### src/vdas_defines.vh
// shared constants of the text-mode video dram sequencer
`ifndef VDAS_DEFINES_VH
`define VDAS_DEFINES_VH

// ==========================================================
// clock and time
`define VDAS_CLK_MHZ 20
`define VDAS_READY_MAX_NS 2000
`define VDAS_READY_MAX_CYC ((`VDAS_READY_MAX_NS * `VDAS_CLK_MHZ) / 1000)
`define VDAS_CMD_SYNC_CYC 5

// ==========================================================
// strobe counts in periods of the selected clock
`define VDAS_RFR_ACT 3'h4
`define VDAS_RFR_PRE 3'h3
`define VDAS_CAS_ACT 3'h3
`define VDAS_CAS_PRE 3'h4
`define VDAS_WE_DELAY 3'h1
`define VDAS_WDATA_HOLD 3'h2
`define VDAS_CNT_W 3

// ==========================================================
// widths
`define VDAS_ADDR_W 9
`define VDAS_DATA_W 16
`define VDAS_PLANES 4

// ==========================================================
// clock source select codes
`define VDAS_SEL_A 2'h0
`define VDAS_SEL_B 2'h1
`define VDAS_SEL_C 2'h2

// ==========================================================
// sequencer states
`define VDAS_S_IDLE 3'h0
`define VDAS_S_ROW 3'h1
`define VDAS_S_RAS 3'h2
`define VDAS_S_COLA 3'h3
`define VDAS_S_CAS 3'h4
`define VDAS_S_PRE 3'h5
`define VDAS_S_END 3'h6
`define VDAS_S_RFR 3'h7

// ==========================================================
// access owners
`define VDAS_OWN_FETCH 2'h0
`define VDAS_OWN_HOST 2'h1
`define VDAS_OWN_RFR 2'h2

`endif

### src/vdas_clk_sel.v
// picks the timing clock and turns its edges into one-cycle ticks
`include "vdas_defines.vh"

module vdas_clk_sel (
   input wire clk,
   input wire nrst,
   input wire graphics_mode,
   input wire [1:0] video_clock_sel,
   input wire memory_clock,
   input wire video_clock_a,
   input wire video_clock_b,
   input wire video_clock_c,
   output reg rise_tick_r,
   output reg fall_tick_r
);

   // ==========================================================
   // three-stage synchronisers, one per source
   reg [3:0] s1_r;
   reg [3:0] s2_r;
   reg [3:0] s3_r;
   reg [3:0] lvl_r;
   reg [3:0] lvl_nxt;
   reg sel_lvl;
   reg sel_prev_r;
   integer i;

   always @(posedge clk or negedge nrst)
   begin
      if (!nrst)
      begin
         s1_r <= 4'h0;
         s2_r <= 4'h0;
         s3_r <= 4'h0;
      end
      else
      begin
         s1_r <= {video_clock_c, video_clock_b, video_clock_a, memory_clock};
         s2_r <= s1_r;
         s3_r <= s2_r;
      end
   end

   // a level moves only once stages two and three agree
   always @*
   begin
      lvl_nxt = lvl_r;
      for (i = 0; i < 4; i = i + 1)
      begin
         if (s2_r[i] == s3_r[i])
            lvl_nxt[i] = s3_r[i];
      end
   end

   // ==========================================================
   // source choice: memory clock in graphics, one video clock in text
   always @*
   begin
      if (graphics_mode)
         sel_lvl = lvl_nxt[0];
      else
      begin
         case (video_clock_sel)
            `VDAS_SEL_A: sel_lvl = lvl_nxt[1];
            `VDAS_SEL_B: sel_lvl = lvl_nxt[2];
            `VDAS_SEL_C: sel_lvl = lvl_nxt[3];
            default: sel_lvl = lvl_nxt[1];
         endcase
      end
   end

   // switching source mid-access may give one short period
   always @(posedge clk or negedge nrst)
   begin
      if (!nrst)
      begin
         lvl_r <= 4'h0;
         sel_prev_r <= 1'b0;
         rise_tick_r <= 1'b0;
         fall_tick_r <= 1'b0;
      end
      else
      begin
         lvl_r <= lvl_nxt;
         sel_prev_r <= sel_lvl;
         rise_tick_r <= sel_lvl & ~sel_prev_r;
         fall_tick_r <= ~sel_lvl & sel_prev_r;
      end
   end

endmodule

### src/vdas_sequencer.v
// text-mode video dram sequencer with refresh, fetch and host arbitration
//
// Summary of operation
// - memory cycles are timed in periods of the memory clock in graphics or the chosen video clock in text.
// - a refresh holds the row strobe low for 4 periods then high for 3 periods of precharge.
// - a column access holds the column strobe low for 3 periods and high for 4 periods of precharge.
// - the row address is launched on a falling edge of the selected clock.
// - the address switches to the column address on a rising edge of the selected clock.
// - the row strobe is asserted and released on rising edges in text accesses.
// - the column strobe is asserted and released on falling edges in text accesses.
// - output enable moves on falling edges in reads and read data is captured at the column strobe.
// - write enable moves on falling edges in writes.
// - write data stands 1.5 periods before write enable and is held 2 periods after it.
// - host ready stays low for a variable time set by contention and clock phase.
// - host ready goes high no later than 2000 ns after the host command turns active, except when it is taken up in the cycle a previous host access ends.
// - after the host command ends the ready pin is released to high impedance within 180 ns.
// - lower and upper banks have separate strobes, upper column strobe on rising edges in graphics.
`include "vdas_defines.vh"

module vdas_sequencer #(
   parameter ADDR_W = `VDAS_ADDR_W,
   parameter DATA_W = `VDAS_DATA_W
) (
   input wire clk,
   input wire nrst,
   input wire graphics_mode,
   input wire [1:0] video_clock_sel,
   input wire memory_clock,
   input wire video_clock_a,
   input wire video_clock_b,
   input wire video_clock_c,
   input wire fetch_req,
   input wire [ADDR_W-1:0] fetch_row,
   input wire [ADDR_W-1:0] fetch_col,
   output reg fetch_ack_r,
   output reg [DATA_W-1:0] fetch_rdata_r,
   input wire refresh_req,
   output reg refresh_ack_r,
   input wire host_cmd_n,
   input wire host_write,
   input wire [ADDR_W-1:0] host_row,
   input wire [ADDR_W-1:0] host_col,
   input wire [DATA_W-1:0] host_wdata,
   input wire [1:0] host_bank_en,
   input wire [`VDAS_PLANES-1:0] host_plane_en,
   output reg [DATA_W-1:0] host_rdata_r,
   output reg host_ready_r,
   output reg host_ready_oe_r,
   output reg [ADDR_W-1:0] memory_row_col_address,
   output reg row_strobe_low_bank_n,
   output reg row_strobe_high_bank_n,
   output reg column_strobe_low_bank_n,
   output reg column_strobe_high_bank_n,
   output reg output_enable_low_bank_n,
   output reg output_enable_high_bank_n,
   output reg write_enable_plane0_n,
   output reg write_enable_plane1_n,
   output reg write_enable_plane2_n,
   output reg write_enable_plane3_n,
   input wire [DATA_W-1:0] memory_data_bus_in,
   output reg [DATA_W-1:0] memory_data_bus_out,
   output reg memory_data_bus_oe
);

   // ==========================================================
   // edge ticks of the selected clock
   wire rise;
   wire fall;

   vdas_clk_sel u_clk_sel (
      .clk(clk),
      .nrst(nrst),
      .graphics_mode(graphics_mode),
      .video_clock_sel(video_clock_sel),
      .memory_clock(memory_clock),
      .video_clock_a(video_clock_a),
      .video_clock_b(video_clock_b),
      .video_clock_c(video_clock_c),
      .rise_tick_r(rise),
      .fall_tick_r(fall)
   );

   // ==========================================================
   // host command synchroniser
   reg cmd_s1_r;
   reg cmd_s2_r;
   reg cmd_s3_r;
   reg cmd_act_r;
   wire cmd_act_nxt;

   always @(posedge clk or negedge nrst)
   begin
      if (!nrst)
      begin
         cmd_s1_r <= 1'b0;
         cmd_s2_r <= 1'b0;
         cmd_s3_r <= 1'b0;
         cmd_act_r <= 1'b0;
      end
      else
      begin
         cmd_s1_r <= ~host_cmd_n;
         cmd_s2_r <= cmd_s1_r;
         cmd_s3_r <= cmd_s2_r;
         cmd_act_r <= cmd_act_nxt;
      end
   end

   assign cmd_act_nxt = (cmd_s2_r == cmd_s3_r) ? cmd_s3_r : cmd_act_r;

   // ==========================================================
   // shared helper
   function last_period;
      input [`VDAS_CNT_W-1:0] cnt;
      input [`VDAS_CNT_W-1:0] len;
      begin
         last_period = ((cnt + 3'h1) == len);
      end
   endfunction

   // ==========================================================
   // sequencer state
   reg [2:0] state_r;
   reg [1:0] owner_r;
   reg is_write_r;
   reg [1:0] bank_r;
   reg [`VDAS_PLANES-1:0] plane_r;
   reg [ADDR_W-1:0] col_r;
   reg [`VDAS_CNT_W-1:0] cnt_r;
   reg host_pend_r;
   reg host_busy_r;
   reg [6:0] wait_r;
   wire host_want;
   wire wait_over;

   assign host_want = host_pend_r & ~host_busy_r;
   // wait count starts a few edges after the pin, so take those off the bound
   assign wait_over = (wait_r == (`VDAS_READY_MAX_CYC - `VDAS_CMD_SYNC_CYC));

   always @(posedge clk or negedge nrst)
   begin
      if (!nrst)
      begin
         state_r <= `VDAS_S_IDLE;
         owner_r <= `VDAS_OWN_FETCH;
         is_write_r <= 1'b0;
         bank_r <= 2'h0;
         plane_r <= {`VDAS_PLANES{1'b0}};
         col_r <= {ADDR_W{1'b0}};
         cnt_r <= {`VDAS_CNT_W{1'b0}};
         host_pend_r <= 1'b0;
         host_busy_r <= 1'b0;
         wait_r <= 7'h0;
         fetch_ack_r <= 1'b0;
         fetch_rdata_r <= {DATA_W{1'b0}};
         refresh_ack_r <= 1'b0;
         host_rdata_r <= {DATA_W{1'b0}};
         host_ready_r <= 1'b1;
         host_ready_oe_r <= 1'b0;
         memory_row_col_address <= {ADDR_W{1'b0}};
         row_strobe_low_bank_n <= 1'b1;
         row_strobe_high_bank_n <= 1'b1;
         column_strobe_low_bank_n <= 1'b1;
         column_strobe_high_bank_n <= 1'b1;
         output_enable_low_bank_n <= 1'b1;
         output_enable_high_bank_n <= 1'b1;
         write_enable_plane0_n <= 1'b1;
         write_enable_plane1_n <= 1'b1;
         write_enable_plane2_n <= 1'b1;
         write_enable_plane3_n <= 1'b1;
         memory_data_bus_out <= {DATA_W{1'b0}};
         memory_data_bus_oe <= 1'b0;
      end
      else
      begin
         fetch_ack_r <= 1'b0;
         refresh_ack_r <= 1'b0;
         // release looks at stage two alone; waiting for agreement is too slow
         if (cmd_act_nxt && !cmd_act_r)
         begin
            host_pend_r <= 1'b1;
            host_ready_r <= 1'b0;
            host_ready_oe_r <= 1'b1;
            wait_r <= 7'h0;
         end
         else if (!cmd_s2_r && cmd_act_r)
         begin
            host_ready_oe_r <= 1'b0;
            host_ready_r <= 1'b1;
         end
         else if (host_pend_r && !host_ready_r)
         begin
            wait_r <= wait_r + 7'h1;
            // stuck clock must not hang the host bus
            if (wait_over)
               host_ready_r <= 1'b1;
         end
         case (state_r)
            `VDAS_S_IDLE:
            begin
               cnt_r <= {`VDAS_CNT_W{1'b0}};
               // host first, then refresh, then display fetch
               if (fall && (host_want || refresh_req || fetch_req))
               begin
                  state_r <= `VDAS_S_ROW;
                  if (host_want)
                  begin
                     owner_r <= `VDAS_OWN_HOST;
                     host_busy_r <= 1'b1;
                     is_write_r <= host_write;
                     bank_r <= host_bank_en;
                     plane_r <= host_plane_en;
                     col_r <= host_col;
                     memory_row_col_address <= host_row;
                  end
                  else if (refresh_req)
                  begin
                     owner_r <= `VDAS_OWN_RFR;
                     is_write_r <= 1'b0;
                     bank_r <= 2'h3;
                  end
                  else
                  begin
                     owner_r <= `VDAS_OWN_FETCH;
                     is_write_r <= 1'b0;
                     bank_r <= 2'h3;
                     col_r <= fetch_col;
                     memory_row_col_address <= fetch_row;
                  end
               end
            end
            `VDAS_S_ROW:
               if (rise)
               begin
                  row_strobe_low_bank_n <= ~bank_r[0];
                  row_strobe_high_bank_n <= ~bank_r[1];
                  state_r <= (owner_r == `VDAS_OWN_RFR) ? `VDAS_S_RFR : `VDAS_S_RAS;
               end
            `VDAS_S_RAS:
               if (rise)
               begin
                  memory_row_col_address <= col_r;
                  if (is_write_r)
                  begin
                     memory_data_bus_out <= host_wdata;
                     memory_data_bus_oe <= 1'b1;
                  end
                  state_r <= `VDAS_S_COLA;
               end
            `VDAS_S_COLA:
               if (fall)
               begin
                  column_strobe_low_bank_n <= ~bank_r[0];
                  if (!graphics_mode)
                     column_strobe_high_bank_n <= ~bank_r[1];
                  if (!is_write_r)
                  begin
                     output_enable_low_bank_n <= ~bank_r[0];
                     output_enable_high_bank_n <= ~bank_r[1];
                  end
                  state_r <= `VDAS_S_CAS;
               end
            `VDAS_S_CAS:
            begin
               // upper bank follows the rising edge in graphics modes
               if (rise && graphics_mode)
                  column_strobe_high_bank_n <= ~bank_r[1] | (cnt_r == `VDAS_CAS_ACT);
               if (fall)
               begin
                  cnt_r <= cnt_r + 3'h1;
                  if (is_write_r && last_period(cnt_r, `VDAS_WE_DELAY))
                  begin
                     write_enable_plane0_n <= ~plane_r[0];
                     write_enable_plane1_n <= ~plane_r[1];
                     write_enable_plane2_n <= ~plane_r[2];
                     write_enable_plane3_n <= ~plane_r[3];
                  end
                  if (last_period(cnt_r, `VDAS_CAS_ACT))
                  begin
                     cnt_r <= {`VDAS_CNT_W{1'b0}};
                     column_strobe_low_bank_n <= 1'b1;
                     if (!graphics_mode)
                        column_strobe_high_bank_n <= 1'b1;
                     output_enable_low_bank_n <= 1'b1;
                     output_enable_high_bank_n <= 1'b1;
                     write_enable_plane0_n <= 1'b1;
                     write_enable_plane1_n <= 1'b1;
                     write_enable_plane2_n <= 1'b1;
                     write_enable_plane3_n <= 1'b1;
                     if (!is_write_r && owner_r == `VDAS_OWN_HOST)
                        host_rdata_r <= memory_data_bus_in;
                     if (!is_write_r && owner_r == `VDAS_OWN_FETCH)
                        fetch_rdata_r <= memory_data_bus_in;
                     state_r <= `VDAS_S_PRE;
                  end
               end
            end
            `VDAS_S_PRE:
            begin
               if (rise && graphics_mode)
                  column_strobe_high_bank_n <= 1'b1;
               if (fall)
               begin
                  cnt_r <= cnt_r + 3'h1;
                  if (last_period(cnt_r, `VDAS_WDATA_HOLD))
                     memory_data_bus_oe <= 1'b0;
                  if (last_period(cnt_r, `VDAS_CAS_PRE))
                  begin
                     cnt_r <= {`VDAS_CNT_W{1'b0}};
                     state_r <= `VDAS_S_END;
                  end
               end
            end
            `VDAS_S_END:
               if (rise)
               begin
                  row_strobe_low_bank_n <= 1'b1;
                  row_strobe_high_bank_n <= 1'b1;
                  state_r <= `VDAS_S_IDLE;
                  if (owner_r == `VDAS_OWN_HOST)
                  begin
                     host_busy_r <= 1'b0;
                     host_pend_r <= 1'b0;
                     // ready only if the command is still on the bus
                     if (cmd_act_r)
                        host_ready_r <= 1'b1;
                  end
                  else
                     fetch_ack_r <= 1'b1;
               end
            `VDAS_S_RFR:
               if (rise)
               begin
                  cnt_r <= cnt_r + 3'h1;
                  if (!row_strobe_low_bank_n && last_period(cnt_r, `VDAS_RFR_ACT))
                  begin
                     cnt_r <= {`VDAS_CNT_W{1'b0}};
                     row_strobe_low_bank_n <= 1'b1;
                     row_strobe_high_bank_n <= 1'b1;
                  end
                  else if (row_strobe_low_bank_n && last_period(cnt_r, `VDAS_RFR_PRE))
                  begin
                     refresh_ack_r <= 1'b1;
                     state_r <= `VDAS_S_IDLE;
                  end
               end
            default:
               state_r <= `VDAS_S_IDLE;
         endcase
      end
   end

endmodule
### config.mk
export PLATFORM = sky130hd
export DESIGN_NAME = vdas_sequencer
export DESIGN_NICKNAME = d
export VERILOG_FILES = /design/src/vdas_clk_sel.v /design/src/vdas_sequencer.v
export VERILOG_INCLUDE_DIRS = /design/src
export SDC_FILE = /design/constraint.sdc
export NUM_CORES = 1
export LEC_CHECK = 0
export BUFFER_PORTS_ARGS = -buffer_cell sky130_fd_sc_hd__buf_4
export CORE_MARGIN = 1
export CORE_UTILIZATION = 47
export CTS_CLUSTER_SIZE = 10
export DETAILED_ROUTE_END_ITERATION = 7
export PLACE_DENSITY = 0.73
export SYNTH_ARGS = -nofsm -noshare
export SYNTH_HDL_FRONTEND = slang
export SYNTH_SLANG_ARGS = --single-unit
### constraint.sdc
create_clock -name clk -period 2.4 [get_ports clk]
set_input_delay 0.48 -clock clk [delete_from_list [all_inputs] [get_ports clk]]
set_output_delay 0.48 -clock clk [all_outputs]
set_load 0.005 [all_outputs]
==> impl_metrics.env <==
export IMPL_synth_top_family_by_area="simple AND/OR/NAND/NOR gates"
export IMPL_leakage_nw=3.59
export IMPL_vias=4215
export IMPL_p_comb_frac=0.293
export IMPL_fp_row_count=39
export IMPL_drv_cap=0
export IMPL_hold_path_class="in -> reg"
export IMPL_setup_viol=0
export IMPL_async_flop_share=1.00
export IMPL_violations="DRC"
export IMPL_synth_cell_types=63
export IMPL_crit_top_cell="ha_1"
export IMPL_synthXorXnorAreaFrac=0.00777
export IMPL_finalNetCount=732
export IMPL_critPathSlowestCell="dfrtp_1"
export IMPL_yosys_area_share_adder=0.0289
export IMPL_cts_tree="yes"
export IMPL_rsz0062_at_grt="false"
export IMPL_synth_cells=469
export IMPL_io_buffers=158
export IMPL_synthMuxAreaShare=0.124
export IMPL_max_freq_mhz=451
export IMPL_coreArea_um2=11600
export IMPL_synth_nets=565
export IMPL_synth_edf_count=0
export IMPL_antennaDiodeCount=0
export IMPL_max_stage_delay_ns=0.44
export IMPL_drive_above_1_share=0.394
export IMPL_fin_crit_ns=2.22
export IMPL_final_cell_mix="buf_4, dfrtp_1, nand2_1"
export IMPL_cts_sinks=128
export IMPL_end_kind="flip-flop"
export IMPL_clkLatencyLatePin_ns=0.41
export IMPL_ys_seq_elements=128
export IMPL_ys_seq_area_frac=0.571
export IMPL_io_pins=159
export IMPL_crit_buf_inv=1
export IMPL_postCtsSetupBuffers=0
export IMPL_start_util=0.487
export IMPL_fp_dieW_um=111
export IMPL_syn_area_per_cell_um2=12.0
export IMPL_cts_hold_buf=1
export IMPL_drt_pass1_iterations=7
export IMPL_ctsResizeCount=0
export IMPL_yosys_warnings=0
export IMPL_setup_tns_ns=0
export IMPL_gp_congestion=0.878
export IMPL_drc=20
export IMPL_worstPathCellList="ha_1, ha_1, nand2_1, buf_4, o211ai_1, a211oi_1, mux2_2"
export IMPL_power_switching_share=0.303
export IMPL_cts_max_level=4
export IMPL_final_core_util=0.654
export IMPL_timing_final_max_slew_violations=0
export IMPL_hold_viol_final=0
export IMPL_critPathLaunchType="flip-flop"
export IMPL_cts_buffers=17
export IMPL_power_frac_clock=0.306
export IMPL_cts_buffer_depth=2
export IMPL_tightest_slew_ns=0.993
export IMPL_power_density_nw_per_um2=1060
export IMPL_dieArea_um2=12400
export IMPL_grt_max_degree=74
export IMPL_internal_power_mw=5.61
export IMPL_relSlewSlack=0.338
export IMPL_drt_iter0_drc=323
export IMPL_fin_worst_skew_ns=0.00877
export IMPL_seqPwrFrac=0.402
export IMPL_syn_to_final_growth_pct=34.4
export IMPL_status="finished with violations"
export IMPL_crit_path_max_fanout=9
export IMPL_fin_area_um2=7570
export IMPL_grtUsageTotal=0.222
export IMPL_crit_arrival_ns=2.51
export IMPL_total_power_mw=8.06
export IMPL_die_h_um=111
export IMPL_peakVddDrop_v=0.000469
export IMPL_syn_area_um2=5630
export IMPL_power_switching_mw=2.45
export IMPL_grt_pass1_vias=4228
export IMPL_gr_total_overflow=0
export IMPL_hpwl_um=9330
export IMPL_fill_cells=903
export IMPL_synth_compound_area_share=0.104
export IMPL_clkTransAtPathRegs_ns=0.06
export IMPL_antenna_found_initial=0
export IMPL_fin_crit_sh=0.924
export IMPL_crit_type="reg -> reg"
export IMPL_crit_family="adder cells"
export IMPL_cts_root_buffer="clkbuf_16"
export IMPL_layout_cells_most_common="buf_4"
export IMPL_wire_per_inst_um=16.5
export IMPL_synth_simple_gate_area_frac=0.132
export IMPL_postRouteAntennaNets=0
export IMPL_drt_total_wl_um=13100
export IMPL_synth_flop_cell="dfrtp_1"
export IMPL_placed_area_um2=6990
export IMPL_cp_required_ns=2.69
export IMPL_grt_pass1_wl_um=21400
export IMPL_avgViaCountPerCell=5.32
[per-layer routing]
metal / vias to the layer above / routed length [um] / GRT usage
met5: - / 0 / 0
met4: 0 / 325 / 0.107
met3: 25 / 802 / 0.0490
met2: 147 / 6350 / 0.366
met1: 2048 / 5600 / 0.279
li1: 1995 / - / -
[power by group through the flow]
stage	clock network, mW	logic (mW)	registers, mW
floorplan	0	1.39	3.17
global placement	0	2.30	3.24
detailed placement	0	2.35	3.26
CTS	2.51	2.38	3.23
global route	2.61	2.62	3.31
finish	2.46	2.36	3.24
[final cells by class]
class / count / area [um^2] / share of cell area
clock inverters: 13 / 138 / 0.0182
multi-input cells: 304 / 2230 / 0.295
well taps: 143 / 179 / 0.0236
repair buffers: 170 / 1320 / 0.174
clock buffers: 19 / 433 / 0.0572
flip-flops and latches: 128 / 3220 / 0.425
inverters: 15 / 56.3 / 0.00744
[synthesized netlist by cell type, types with 3 or more instances]
| master | number | area, um^2 |
|---|---|---|
| a21o_1 | 4 | 30.0 |
| a21oi_1 | 20 | 100 |
| a31oi_1 | 10 | 62.6 |
| buf_2 | 8 | 40.0 |
| buf_4 | 4 | 30.0 |
| buf_6 | 3 | 33.8 |
| clkbuf_1 | 7 | 26.3 |
| dfrtp_1 | 117 | 2930 |
| dfstp_2 | 11 | 289 |
| ha_1 | 9 | 113 |
| inv_1 | 15 | 56.3 |
| maj3_1 | 5 | 50.1 |
| mux2_1 | 29 | 327 |
| mux2_2 | 20 | 225 |
| mux2_4 | 9 | 135 |
| nand2_1 | 59 | 221 |
| nand3_1 | 13 | 65.1 |
| nand3b_1 | 3 | 22.5 |
| nor2_1 | 27 | 101 |
| nor2b_1 | 10 | 62.6 |
| nor3_1 | 4 | 20.0 |
| nor4_1 | 3 | 18.8 |
| o21a_1 | 3 | 22.5 |
| o21ai_0 | 14 | 70.1 |
| o221a_2 | 9 | 101 |
| xnor2_1 | 4 | 35.0 |
[sequential cells by signal (all words and copies together), names as in the netlist, 2 cells and up]
signal and flops:
state_r 3, col_r 9, fetch_rdata_r 16, u_clk_sel.lvl_r 4, u_clk_sel.s2_r 4, bank_r 2, memory_row_col_address 9, owner_r 2
plane_r 4, u_clk_sel.s3_r 4, memory_data_bus_out 16, u_clk_sel.s1_r 4, wait_r 7, host_rdata_r 16, cnt_r 3
[cells by family after synthesis]
logic type                 count (synthesis)
muxes                                     59
and+or+nand+nor                          143
buffers and inverters                     37
AOI/OAI and AO/OA                         83
adders and majority gates                 14
xor gates and xnor gates                   5
DFF                                      128
[final timing paths]
path	startpoint	end	cells past startpoint	slack, ns
max in group asynchronous	nrst	host_rdata_r[4]$_DFFE_PN0P_	3	1.24
setup reg to reg	cnt_r[0]$_DFFE_PN0P_	cnt_r[1]$_DFFE_PN0P_	7	0.18
hold / removal	video_clock_a	u_clk_sel.s1_r[1]$_DFF_PN0_	1	0.18
hold reg to reg	u_clk_sel.s1_r[2]$_DFF_PN0_	u_clk_sel.s2_r[2]$_DFF_PN0_	0	0.35
min in group asynchronous	nrst	bank_r[0]$_DFFE_PN0P_	2	0.50
setup / recovery	cnt_r[0]$_DFFE_PN0P_	cnt_r[1]$_DFFE_PN0P_	7	0.18
[per-stage QoR]
step / cells / hold WS (ns) / setup WS, ns
finish: 792 / 0.176 / 0.182
global route: 792 / 0.161 / 0.0471
CTS: 792 / 0.162 / 0.165
detailed placement: 759 / 0.336 / 0.175
global placement: 759 / 0.333 / 0.255
floorplan: 469 / 0.184 / 0.163
(Power assumes the default switching activity.)
